## src/nand_irq_defines.svh

```systemverilog
`ifndef NAND_IRQ_DEFINES_SVH
`define NAND_IRQ_DEFINES_SVH

// register byte addresses
`define ADDR_WP_LOW 32'h200B_8028
`define ADDR_WP_HIGH 32'h200B_802C
`define ADDR_CONFIG 32'h200B_8030
`define ADDR_TIMING 32'h200B_8034
`define ADDR_MASK 32'h200B_8038
`define ADDR_STATUS 32'h200B_803C

// event positions, shared by status and mask
`define BIT_WP_FAULT 0
`define BIT_ECC_RDY 1
`define BIT_DEC_ERR 2
`define BIT_DEC_FAIL 3
`define BIT_CTRL_RDY 4
`define BIT_NAND_RDY 5
`define EVENT_W 6

// configuration and timing fields
`define CFG_WP_EN 3
`define CFG_W 4
`define TIME_W 26
`define BUSY_MSB 23
`define BUSY_LSB 19
`define WP_ADDR_W 24

// reset values
`define MASK_RESET 6'h00
`define STATUS_RESET 6'h00
`define CNT_ONE 5'h01
`define CNT_ZERO 5'h00

// flash commands
`define CMD_SERIAL_IN 8'h80
`define CMD_ERASE 8'h60
`define CMD_PROG_A 8'h10
`define CMD_PROG_B 8'h11
`define CMD_PROG_C 8'h15

// bus responses
`define RESP_OKAY 2'b00
`define RESP_SLVERR 2'b10

`endif

```

## src/nand_irq_pkg.sv

```systemverilog
package nand_irq_pkg;
  typedef logic [5:0] event_vec_t;
  typedef enum logic [1:0] {
    PROT_IDLE = 2'b00,
    PROT_ARMED = 2'b01,
    PROT_CAPTURED = 2'b10
  } prot_state_t;
endpackage

```

## src/nand_ecc_irq_logic.sv

```systemverilog
`timescale 1ns/10ps
`default_nettype none
`include "nand_irq_defines.svh"

// Summary of operation
// - mask bit 3 enables the uncorrectable decode failure interrupt.
// - decode failure event when decoder errors exceed its correction capability.
// - decode error event, mask bit 2, on any decoder error found.
// - encode ready follows encode start, 518 byte writes and encode completion.
// - decode ready follows decode start, 518 or 528 byte reads and completion.
// - protected target aborts write or erase and raises fault, mask bit 0.
// - fault check fires on command 0x60, 0x10, 0x11 or 0x15.
// - fault only with protection enabled and captured address inside range.
// - nand ready bit 5 on busy to ready edge, after busy delay.
// - controller ready bit 4 on parity read/write or auto decode/encode done.
// - each status bit stays set after its event.
// - reading the status register clears all bits except any whose event lands in the read cycle.
// - status records events regardless of mask.
// - interrupt is OR of status bits ANDed with mask bits.
// - status bits 7 and 6 read as zero.
// - all sources masked after reset; set mask bit enables.
// - status bits 3..0 match mask layout positions.
module nand_ecc_irq_logic (
  input wire logic CLK_I,
  input wire logic RST_B_I,
  input wire logic [31:0] S_AXI_AWADDR_I,
  input wire logic S_AXI_AWVALID_I,
  output logic S_AXI_AWREADY_O,
  input wire logic [31:0] S_AXI_WDATA_I,
  input wire logic [3:0] S_AXI_WSTRB_I,
  input wire logic S_AXI_WVALID_I,
  output logic S_AXI_WREADY_O,
  output logic [1:0] S_AXI_BRESP_O,
  output logic S_AXI_BVALID_O,
  input wire logic S_AXI_BREADY_I,
  input wire logic [31:0] S_AXI_ARADDR_I,
  input wire logic S_AXI_ARVALID_I,
  output logic S_AXI_ARREADY_O,
  output logic [31:0] S_AXI_RDATA_O,
  output logic [1:0] S_AXI_RRESP_O,
  output logic S_AXI_RVALID_O,
  input wire logic S_AXI_RREADY_I,
  input wire logic FLASH_RDY_I,
  input wire logic CTRL_DONE_I,
  input wire logic ECC_ENC_DONE_I,
  input wire logic ECC_DEC_DONE_I,
  input wire logic DEC_ERR_FOUND_I,
  input wire logic DEC_UNCORR_I,
  input wire logic CMD_VALID_I,
  input wire logic [7:0] CMD_I,
  input wire logic ADDR_VALID_I,
  input wire logic [23:0] ADDR_I,
  output logic WP_ABORT_O,
  output logic IRQ_O
);

  // byte-lane merge for partial writes
  function automatic logic [31:0] merge_bytes(input logic [31:0] old_v, input logic [31:0] new_v,
                                              input logic [3:0] strb);
    logic [31:0] res;
    res = old_v;
    for (int i = 0; i < 4; i++) begin
      if (strb[i]) begin
        res[8*i +: 8] = new_v[8*i +: 8];
      end
    end
    return res;
  endfunction

  logic awready_q, awready_d, wready_q, wready_d;
  logic aw_held_q, aw_held_d, w_held_q, w_held_d;
  logic [31:0] awaddr_q, wdata_q;
  logic [3:0] wstrb_q;
  logic bvalid_q, bvalid_d;
  logic [1:0] bresp_q;
  logic arready_q, arready_d, rvalid_q, rvalid_d;
  logic [31:0] rdata_q;
  logic [1:0] rresp_q;
  logic rd_stat_q;
  logic [`WP_ADDR_W-1:0] wp_lo_q, wp_hi_q;
  logic [`CFG_W-1:0] cfg_q;
  logic [`TIME_W-1:0] time_q;
  nand_irq_pkg::event_vec_t mask_q, status_q, status_d, ev;
  logic irq_q, abort_q;
  logic rdy_prev_q, cnt_run_q;
  logic [4:0] busy_cnt_q;
  logic [`WP_ADDR_W-1:0] cap_addr_q;
  nand_irq_pkg::prot_state_t prot_q, prot_d;

  // write channel handshakes; address and data are taken in either order
  wire aw_take = S_AXI_AWVALID_I & awready_q;
  wire w_take = S_AXI_WVALID_I & wready_q;
  wire wr_fire = aw_held_q & w_held_q & ~bvalid_q;
  wire b_done = bvalid_q & S_AXI_BREADY_I;
  assign aw_held_d = (aw_held_q & ~wr_fire) | aw_take;
  assign w_held_d = (w_held_q & ~wr_fire) | w_take;
  assign awready_d = ~aw_held_d;
  assign wready_d = ~w_held_d;
  assign bvalid_d = wr_fire | (bvalid_q & ~b_done);

  // write decode
  wire wr_lo = wr_fire & (awaddr_q == `ADDR_WP_LOW);
  wire wr_hi = wr_fire & (awaddr_q == `ADDR_WP_HIGH);
  wire wr_cfg = wr_fire & (awaddr_q == `ADDR_CONFIG);
  wire wr_time = wr_fire & (awaddr_q == `ADDR_TIMING);
  wire wr_mask = wr_fire & (awaddr_q == `ADDR_MASK);
  wire wr_stat = wr_fire & (awaddr_q == `ADDR_STATUS);
  wire wr_hit = wr_lo | wr_hi | wr_cfg | wr_time | wr_mask | wr_stat;
  // partial writes keep the untouched byte lanes of the old value
  wire [31:0] lo_new = merge_bytes(32'(wp_lo_q), wdata_q, wstrb_q);
  wire [31:0] hi_new = merge_bytes(32'(wp_hi_q), wdata_q, wstrb_q);
  wire [31:0] cfg_new = merge_bytes(32'(cfg_q), wdata_q, wstrb_q);
  wire [31:0] time_new = merge_bytes(32'(time_q), wdata_q, wstrb_q);
  wire [31:0] mask_new = merge_bytes(32'(mask_q), wdata_q, wstrb_q);

  // read channel; one read outstanding, arready drops until the data is taken
  wire rd_take = S_AXI_ARVALID_I & arready_q;
  wire r_done = rvalid_q & S_AXI_RREADY_I;
  assign rvalid_d = rd_take | (rvalid_q & ~r_done);
  assign arready_d = rd_take ? 1'b0 : (r_done ? 1'b1 : arready_q);
  // read decode looks at the live address, so it only counts in the take cycle
  wire rd_is_stat = S_AXI_ARADDR_I == `ADDR_STATUS;
  wire rd_is_mask = S_AXI_ARADDR_I == `ADDR_MASK;
  wire rd_is_cfg = S_AXI_ARADDR_I == `ADDR_CONFIG;
  wire rd_is_time = S_AXI_ARADDR_I == `ADDR_TIMING;
  wire rd_is_lo = S_AXI_ARADDR_I == `ADDR_WP_LOW;
  wire rd_is_hi = S_AXI_ARADDR_I == `ADDR_WP_HIGH;
  wire rd_hit = rd_is_stat | rd_is_mask | rd_is_cfg | rd_is_time | rd_is_lo | rd_is_hi;
  // upper status bits are never stored, so they read back as zero
  wire [31:0] rd_word = rd_is_stat ? 32'(status_q) :
                        rd_is_mask ? 32'(mask_q) :
                        rd_is_cfg ? 32'(cfg_q) :
                        rd_is_time ? 32'(time_q) :
                        rd_is_lo ? 32'(wp_lo_q) :
                        rd_is_hi ? 32'(wp_hi_q) : 32'h0000_0000;
  wire rd_status_clr = rd_take & rd_is_stat;

  // bus-side flops
  always_ff @(posedge CLK_I or negedge RST_B_I) begin
    if (!RST_B_I) begin
      awready_q <= 1'b1;
      wready_q <= 1'b1;
      aw_held_q <= 1'b0;
      w_held_q <= 1'b0;
      bvalid_q <= 1'b0;
      arready_q <= 1'b1;
      rvalid_q <= 1'b0;
    end else begin
      awready_q <= awready_d;
      wready_q <= wready_d;
      aw_held_q <= aw_held_d;
      w_held_q <= w_held_d;
      bvalid_q <= bvalid_d;
      arready_q <= arready_d;
      rvalid_q <= rvalid_d;
    end
  end

  // bus payload flops
  always_ff @(posedge CLK_I or negedge RST_B_I) begin
    if (!RST_B_I) begin
      awaddr_q <= 32'h0000_0000;
      wdata_q <= 32'h0000_0000;
      wstrb_q <= 4'h0;
      bresp_q <= `RESP_OKAY;
      rdata_q <= 32'h0000_0000;
      rresp_q <= `RESP_OKAY;
      rd_stat_q <= 1'b0;
    end else begin
      if (aw_take) awaddr_q <= S_AXI_AWADDR_I;
      if (w_take) wdata_q <= S_AXI_WDATA_I;
      if (w_take) wstrb_q <= S_AXI_WSTRB_I;
      if (wr_fire) bresp_q <= wr_hit ? `RESP_OKAY : `RESP_SLVERR;
      if (rd_take) rdata_q <= rd_word;
      if (rd_take) rresp_q <= rd_hit ? `RESP_OKAY : `RESP_SLVERR;
      if (rd_take) rd_stat_q <= rd_is_stat;
    end
  end

  // software registers; status is read-only, a write to it is accepted and dropped
  always_ff @(posedge CLK_I or negedge RST_B_I) begin
    if (!RST_B_I) begin
      wp_lo_q <= 24'h00_0000;
      wp_hi_q <= 24'h00_0000;
      cfg_q <= 4'h0;
      time_q <= 26'h000_0000;
      mask_q <= `MASK_RESET;
    end else begin
      if (wr_lo) wp_lo_q <= lo_new[`WP_ADDR_W-1:0];
      if (wr_hi) wp_hi_q <= hi_new[`WP_ADDR_W-1:0];
      if (wr_cfg) cfg_q <= cfg_new[`CFG_W-1:0];
      if (wr_time) time_q <= time_new[`TIME_W-1:0];
      if (wr_mask) mask_q <= mask_new[`EVENT_W-1:0];
    end
  end

  // nand ready: rising edge of ready/busy, then the programmed busy delay
  // a delay of zero sets the bit straight on the edge, otherwise the counter runs it out
  wire [4:0] busy_dly = time_q[`BUSY_MSB:`BUSY_LSB];
  wire rdy_rise = FLASH_RDY_I & ~rdy_prev_q;
  wire cnt_end = cnt_run_q & (busy_cnt_q == `CNT_ONE);
  wire nand_ev = (rdy_rise & (busy_dly == `CNT_ZERO)) | cnt_end;
  always_ff @(posedge CLK_I or negedge RST_B_I) begin
    if (!RST_B_I) begin
      rdy_prev_q <= 1'b1;
      cnt_run_q <= 1'b0;
      busy_cnt_q <= `CNT_ZERO;
    end else begin
      rdy_prev_q <= FLASH_RDY_I;
      if (rdy_rise && busy_dly != `CNT_ZERO) begin
        cnt_run_q <= 1'b1;
        busy_cnt_q <= busy_dly;
      end else if (cnt_end) begin
        cnt_run_q <= 1'b0;
      end else if (cnt_run_q) begin
        busy_cnt_q <= busy_cnt_q - `CNT_ONE;
      end
    end
  end

  // write protection: capture the address after serial input or erase, check on start
  wire is_trig = CMD_VALID_I & ((CMD_I == `CMD_PROG_A) | (CMD_I == `CMD_PROG_B) |
                                (CMD_I == `CMD_PROG_C) | (CMD_I == `CMD_ERASE));
  wire is_arm = CMD_VALID_I & ((CMD_I == `CMD_SERIAL_IN) | (CMD_I == `CMD_ERASE));
  wire in_range = (cap_addr_q >= wp_lo_q) & (cap_addr_q <= wp_hi_q);
  wire wp_fault = (prot_q == nand_irq_pkg::PROT_CAPTURED) & is_trig & cfg_q[`CFG_WP_EN] & in_range;

  // an erase command both ends a sequence and arms the next capture
  always_comb begin
    prot_d = prot_q;
    case (prot_q)
      nand_irq_pkg::PROT_IDLE: begin
        if (is_arm) prot_d = nand_irq_pkg::PROT_ARMED;
      end
      nand_irq_pkg::PROT_ARMED: begin
        if (ADDR_VALID_I) prot_d = nand_irq_pkg::PROT_CAPTURED;
      end
      nand_irq_pkg::PROT_CAPTURED: begin
        if (is_arm) prot_d = nand_irq_pkg::PROT_ARMED;
        else if (is_trig) prot_d = nand_irq_pkg::PROT_IDLE;
      end
      default: prot_d = nand_irq_pkg::PROT_IDLE;
    endcase
  end

  always_ff @(posedge CLK_I or negedge RST_B_I) begin
    if (!RST_B_I) begin
      prot_q <= nand_irq_pkg::PROT_IDLE;
      cap_addr_q <= 24'h00_0000;
      abort_q <= 1'b0;
    end else begin
      prot_q <= prot_d;
      if (ADDR_VALID_I && prot_q != nand_irq_pkg::PROT_IDLE) cap_addr_q <= ADDR_I;
      abort_q <= wp_fault;
    end
  end

  // event vector, one bit per source in the shared layout
  assign ev[`BIT_WP_FAULT] = wp_fault;
  assign ev[`BIT_ECC_RDY] = ECC_ENC_DONE_I | ECC_DEC_DONE_I;
  assign ev[`BIT_DEC_ERR] = ECC_DEC_DONE_I & DEC_ERR_FOUND_I;
  assign ev[`BIT_DEC_FAIL] = ECC_DEC_DONE_I & DEC_UNCORR_I;
  assign ev[`BIT_CTRL_RDY] = CTRL_DONE_I;
  assign ev[`BIT_NAND_RDY] = nand_ev;

  // set wins over the read clear so a coincident event is kept
  assign status_d = (rd_status_clr ? `STATUS_RESET : status_q) | ev;

  // status and interrupt; irq follows the next status so it lands with it
  always_ff @(posedge CLK_I or negedge RST_B_I) begin
    if (!RST_B_I) begin
      status_q <= `STATUS_RESET;
      irq_q <= 1'b0;
    end else begin
      status_q <= status_d;
      irq_q <= |(status_d & mask_q);
    end
  end

  // every pin is a flop output, so nothing combinational reaches the host
  assign S_AXI_AWREADY_O = awready_q;
  assign S_AXI_WREADY_O = wready_q;
  assign S_AXI_BVALID_O = bvalid_q;
  assign S_AXI_BRESP_O = bresp_q;
  assign S_AXI_ARREADY_O = arready_q;
  assign S_AXI_RVALID_O = rvalid_q;
  assign S_AXI_RDATA_O = rdata_q;
  assign S_AXI_RRESP_O = rresp_q;
  assign WP_ABORT_O = abort_q;
  assign IRQ_O = irq_q;
endmodule // nand_ecc_irq_logic
`default_nettype wire

```

## config.mk

```make
export PLATFORM = sky130hd
export DESIGN_NAME = nand_ecc_irq_logic
export DESIGN_NICKNAME = d
export VERILOG_FILES = /design/src/nand_irq_pkg.sv /design/src/nand_ecc_irq_logic.sv
export VERILOG_INCLUDE_DIRS = /design/src /design/src/src
export SDC_FILE = /design/constraint.sdc
export NUM_CORES = 1
export LEC_CHECK = 0
export BUFFER_PORTS_ARGS = -buffer_cell sky130_fd_sc_hd__buf_2
export CAP_MARGIN = 20
export CORE_MARGIN = 4
export CORE_UTILIZATION = 30
export CTS_CLUSTER_DIAMETER = 60
export DETAILED_ROUTE_END_ITERATION = 8
export GPL_TIMING_DRIVEN = 1
export PLACE_DENSITY_LB_ADDON = 0.2
export RECOVER_POWER = 50
export SLEW_MARGIN = 10
export SYNTH_ARGS = -nofsm -noshare
export SYNTH_HDL_FRONTEND = slang
export SYNTH_SLANG_ARGS = --single-unit
```

## constraint.sdc

```tcl
create_clock -name CLK_I -period 5.1 [get_ports CLK_I]
set_clock_uncertainty 0.1 [all_clocks]
set_input_delay 1.02 -clock CLK_I [delete_from_list [all_inputs] [get_ports CLK_I]]
set_output_delay 1.02 -clock CLK_I [all_outputs]
set_load 0.01 [all_outputs]
```

==> Word-level counts from Yosys, hierarchy flattened <==
Cells that the tools add are included.
{ "word_totals": {"ff_bits": 230, "word_cells": 163, "in_bits": 147, "out_inout_bits": 43} }
{ "classes": {"n_eq_ne": 24, "n_mux": 21, "order_cmp": 2, "addsub": 1, "bitwise_logic": 58, "n_reduce_logical": 24} }
{ "op_table": {"columns": ["op", "n"], "rows": [
  ["$eq A32 B30 Y1 const B", 12],
  ["$mux W26", 4],
  ["$mux W24", 2],
  ["$and A1 B1 Y1", 29],
  ["$reduce_and A2 Y1", 13],
  ["$eq A8 B5 Y1 const B", 3],
  ["$ge A24 B24 Y1", 1],
  ["$le A24 B24 Y1", 1],
  ["$or A1 B1 Y1", 20],
  ["$mux W5", 3],
  ["$mux W2", 6],
  ["$eq A8 B7 Y1 const B", 1],
  ["$eq A8 B8 Y1 const B", 1],
  ["$reduce_bool A2 Y1", 4],
  ["$not A1 Y1", 7],
  ["$and A6 B6 Y6", 1],
  ["$mux W6", 1],
  ["$or A6 B6 Y6", 1],
  ["$pmux W2 S3", 1],
  ["$reduce_or A6 Y1", 1],
  ["$eq A5 B1 Y1 const B", 1],
  ["$logic_not A5 Y1", 1],
  ["$reduce_bool A5 Y1", 1],
  ["$sub A5 B1 Y5 const B", 1],
  ["other kinds (9)", 14]
]} }

==> Logic depth before layout (Yosys ltp) <==
{ "logic_depth": {"ltp_word": 11, "ltp_mapped": 8, "depth_no_buf": 8} }

==> Least setup slack after synthesis <==
OpenSTA, ideal clock, no wires.
{ "synth_path": {"kind": "input port to flip-flop", "startpoint": "input port S_AXI_ARADDR_I[23]", "endpoint": "register rdata_q[4], in the netlist S_AXI_RDATA_O[4]", "path_stages": 7, "t_required_ns": 4.936, "n_path_buf": 2, "setup_ns": 0.064, "setup_slack_ns": 2.382, "t_arrival_ns": 2.554, "path_cell_list": "nor4_2 nand4_2 or4_1 buf_2 buf_6 o22ai_1 mux2_2"} }
{ "synth_via": {"elab_chain_len": 7, "word_cells_on_any_way": 12, "classes_between": "eq/ne: 6; mux: 6"} }
{ "synth_rtl": {"columns": ["item", "line_no", "source"], "rows": [
  ["start: declaration", "nand_ecc_irq_logic.sv:36", "input wire logic [31:0] S_AXI_ARADDR_I,"],
  ["$eq A32 B30 Y1 (no line)", null, null],
  ["$mux W24", "nand_ecc_irq_logic.sv:135", "rd_is_hi ? 32'(wp_hi_q) : 32'h0000_0000;"],
  ["$mux W24", "nand_ecc_irq_logic.sv:134", "rd_is_lo ? 32'(wp_lo_q) :"],
  ["$mux W26", "nand_ecc_irq_logic.sv:133", "rd_is_time ? 32'(time_q) :"],
  ["$mux W26", "nand_ecc_irq_logic.sv:132", "rd_is_cfg ? 32'(cfg_q) :"],
  ["$mux W26", "nand_ecc_irq_logic.sv:131", "rd_is_mask ? 32'(mask_q) :"],
  ["$mux W26 (*)", "nand_ecc_irq_logic.sv:130", "wire [31:0] rd_word = rd_is_stat ? 32'(status_q) :"],
  ["end signal: assignment", "nand_ecc_irq_logic.sv:174", "if (rd_take) rdata_q <= rd_word;"],
  ["end: declaration", "nand_ecc_irq_logic.sv:77", "logic [31:0] rdata_q;"]
]} }
Mark *: on every way between the ends. The rest lies on a longest branch, timed or not.
A chain may end at the register's enable or synchronous reset.

==> Worst setup path in the final report <==
{ "layout_path": {"startpoint": "register wp_lo_q[21]", "endpoint": "register irq_q, in the netlist IRQ_O"} }
{ "layout_via": {"elab_chain_len": 6} }
{ "layout_rtl": {"columns": ["item", "line_no", "source"], "rows": [
  ["start: declaration", "nand_ecc_irq_logic.sv:80", "logic [`WP_ADDR_W-1:0] wp_lo_q, wp_hi_q;"],
  ["start signal: assignment", "nand_ecc_irq_logic.sv:189", "if (wr_lo) wp_lo_q <= lo_new[`WP_ADDR_W-1:0];"],
  ["$ge A24 B24 Y1", "nand_ecc_irq_logic.sv:225", "wire in_range = (cap_addr_q >= wp_lo_q) & (cap_addr_q <= wp_hi_q);"],
  ["$and A1 B1 Y1", "nand_ecc_irq_logic.sv:225", null],
  ["$and A1 B1 Y1", "nand_ecc_irq_logic.sv:226", "wire wp_fault = (prot_q == nand_irq_pkg::PROT_CAPTURED) & is_trig & cfg_q[`CFG_WP_EN] & in_range;"],
  ["$or A6 B6 Y6", "nand_ecc_irq_logic.sv:267", "assign status_d = (rd_status_clr ? `STATUS_RESET : status_q) | ev;"],
  ["$and A6 B6 Y6", "nand_ecc_irq_logic.sv:276", "irq_q <= |(status_d & mask_q);"],
  ["$reduce_or A6 Y1", "nand_ecc_irq_logic.sv:276", null],
  ["end signal: assignment", "nand_ecc_irq_logic.sv:276", null],
  ["end: declaration", "nand_ecc_irq_logic.sv:84", "logic irq_q, abort_q;"]
]} }
Every way passes these cells.

==> flow_metrics.py <==
metrics = {
    "drt": {
        "wire_per_inst_um": 18.27,
        "drt_wl_total_um": 28440,
        "drc": 0,
        "drtIter0Drc": 294,
        "dr_total_vias": 7468,
        "wl_met1_um": 12810,
        "routed.top_layer": "met5",
        "dr.pass1.iters": 4,
        "post_drt_via_cell_ratio": 4.796,
        "wl_met2_um": 13040,
        "wl_met3_um": 1949,
        "ant_nets": 0,
    },
    "die": {
        "start_util_pct": 30.67,
        "rows": 68,
        "ioPinCount": 190,
        "core_area_um2": 34880,
        "die_w_um": 196.8,
        "die_area_um2": 38740,
        "die_h_um": 196.8,
    },
    "logic_synthesis": {
        "syn_area_um2": 10700,
        "yosys.area.top_type": "dfrtp_1",
        "ys_seq_area_share_pct": 51.98,
        "yosys.cell_count.top_type": "dfrtp_1",
        "synth-warning-count": 0,
        "synthCells": 894,
        "syn_avg_cell_area_um2": 11.97,
        "ys_top_cells_by_count": "dfrtp_1 (218), mux2_2 (149), inv_1 (62)",
        "synth_top_area_share_pct": 50.99,
        "synth_seq_cells": 222,
        "synthTopCellsByArea": "dfrtp_1 (51%), mux2_2 (16%), ha_1 (5.8%)",
        "ys_types": 69,
        "synth_edf_count": 0,
        "ys_async_sr_fraction_pct": 100.0,
        "synth_ff_type": "dfrtp_1",
    },
    "clock_network": {
        "cts-resized-gates": 0,
        "clock_latency_ns": 0.53,
        "cts_tree": "done",
        "clock-sinks": 222,
        "htree_num_levels": 1,
        "cts_setup_buffers": 0,
        "clk_pin_slew_worst_paths_ns": 0.06,
        "hold_buffers": 0,
        "clockBufferDepth": 3,
        "numCtsBuffers": 27,
        "root_buffer": "clkbuf_16",
    },
    "sta": {
        "finalHoldViolCount": 0,
        "rsz0062_at_grt": "false",
        "setup-tns-final_ns": 0,
        "fin_crit_ns": 3.042,
        "clock.fmax_mhz": 328.7,
        "fin_crit_sh_pct": 59.65,
        "tightestPinTransition_ns": 2.230,
        "worst_slack_ns": 2.058,
        "drv_slew": 126,
        "slew_headroom_pct": -48.68,
        "setup_viol": 0,
    },
    "power_and_ir_drop": {
        "p_clk_share_pct": 33.2,
        "power_per_cell_area_nw_per_um2": 429.6,
        "power_uw": 5540,
        "netSwitchingPower_uw": 1652,
        "pwr-share-comb_pct": 21.3,
        "p_seq_share_pct": 45.5,
        "p_int_uw": 3888,
        "ir_worst_vdd_uv": 293.3,
        "swShare_pct": 29.82,
        "power_leakage_uw": 0.005940,
    },
    "cells_and_area": {
        "final_cells": 1557,
        "area_growth_pct": 20.54,
        "nNetsFinal": 1277,
        "layout-drive-gt1-share_pct": 35.00,
    },
    "hold_path": {
        "hp-class": "register to register",
        "worstHoldStart": "S_AXI_RDATA_O[16]",
    },
    "placement": {
        "place_congestion": 0.8002,
        "numPortBuffers": 175,
        "dp_hpwl_um": 20790,
        "place_inst": 1505,
        "pre_cts_slack_ns": 1.446,
    },
    "grt": {
        "grt_usage_pct": 14.26,
        "antenna_found_initial": 4,
        "grt_pass1_wl_um": 44350,
        "grt_pass1_vias": 7896,
        "grt_max_degree": 127,
        "grt.overflow.total": 0,
    },
    "critical_path": {
        "cp-end-kind": "register",
        "worstPathArrival_ns": 3.36,
        "startpoint": "wp_lo_q[21]",
        "worstSetupStartpointType": "register",
        "r2r-start": "wp_lo_q[21]",
        "cp_max_fo": 3,
        "required_ns": 5.42,
        "critPathKind": "register to register",
    },
    "flow_run": {
        "drv_cap": 4,
    },
    "outcome": {
        "failed_checks": "max-capacitance violations, max-slew violations",
        "status": "finished with violations",
    },
}
[worst max-delay path: stages, from the launching register on]
cell,delay [ns]
dfrtp_1,0.36
inv_1,0.06
ha_1,0.30
nand2_1,0.08
nor4_1,0.66
o221ai_1,0.41
o311ai_0,0.29
o21ai_0,0.34
o31ai_1,0.35
[kinds of logic (layout without fill, tap and decap cells)]
logic type / count (synthesis) / in the layout / synth area share [%]
simple gates: 193 / 193 / 9.930
xor+xnor: 4 / 4 / 0.3275
flops: 222 / 222 / 51.98
buf+inv: 97 / 296 / 3.988
other cells: 1 / 10 / 0.03505
compound gates: 130 / 130 / 7.439
mux: 197 / 197 / 20.46
fa+ha+maj: 50 / 50 / 5.848
[metal layers]
layer	vias to the layer above	track usage, %
met5	-	0
met1	3656	18.95
li1	3572	-
met3	47	3.573
met4	8	3.236
met2	185	23.64
[placed cells by master (no fill, tap or decap), types with 4 or more instances in the layout]
cell type    n
conb_1       8
a21o_1       5
nor3_1       9
clkbuf_8     4
xnor2_1      4
a21oi_1     40
clkbuf_16   27
buf_4        5
buf_2      171
o22ai_1      4
nand2_2      4
mux2i_1     24
nor4_1      11
clkbuf_1    19
nand4_1     14
nand3_1      8
inv_1       62
o21ai_0     24
mux2_1      24
nand2b_1     5
nand2_1     61
o211ai_1     4
ha_1        50
o21ai_1     19
dfrtp_1    218
a22o_1       5
and3_1       4
nor2_1      42
a211oi_1     5
a221oi_1     5
mux2_2     149
[worst paths after layout]
path,endpoint,depth (start not counted),slack [ns]
worst min register to register,S_AXI_RDATA_O[16],2,0.38
worst min-delay path,S_AXI_RDATA_O[16],2,0.38
worst max-delay path,IRQ_O,8,2.06
max in group asynchronous,time_q[12],2,2.23
worst max register to register,IRQ_O,8,2.06
min in group asynchronous,S_AXI_RDATA_O[8],1,0.47
[final cells by class]
type | instances | area [um2]
diodes | 2 | 5.005
clock buffers | 43 | 775.7
clock inverters | 6 | 65.06
fillers | 3539 | 21990
inverters | 62 | 232.7
multi-input cells | 582 | 4737
flip-flops and latches | 222 | 5560
well taps | 455 | 569.3
repair buffers | 185 | 949.7
[metrics by stage]
stage,util [%],cell area [um2],hold slack (ns)
floorplan,-,10720,0.3589
global placement,34.56,12060,0.3613
detailed placement,34.56,12060,0.3752
CTS,36.97,12900,0.3881
global route,36.95,12890,0.4090
finish,36.97,12890,0.3818
[power by group through the flow]
stage	logic [uW]	clock network (uW)	registers [uW]
floorplan	876	0	2410
global placement	1160	0	2560
detailed placement	1190	0	2570
CTS	1200	1900	2540
global route	1360	1970	2590
finish	1180	1840	2520
[state kept, by name, summed over array words and instances, names as in the netlist, 5 cells and up]
name and count:
S_AXI_RDATA_O 26, wp_lo_q 24, cap_addr_q 24, mask_q 6, wp_hi_q 24, wdata_q 26, busy_cnt_q 5, time_q 26
awaddr_q 32, status_q 6
No activity file was read; power rests on OpenSTA's default activity.
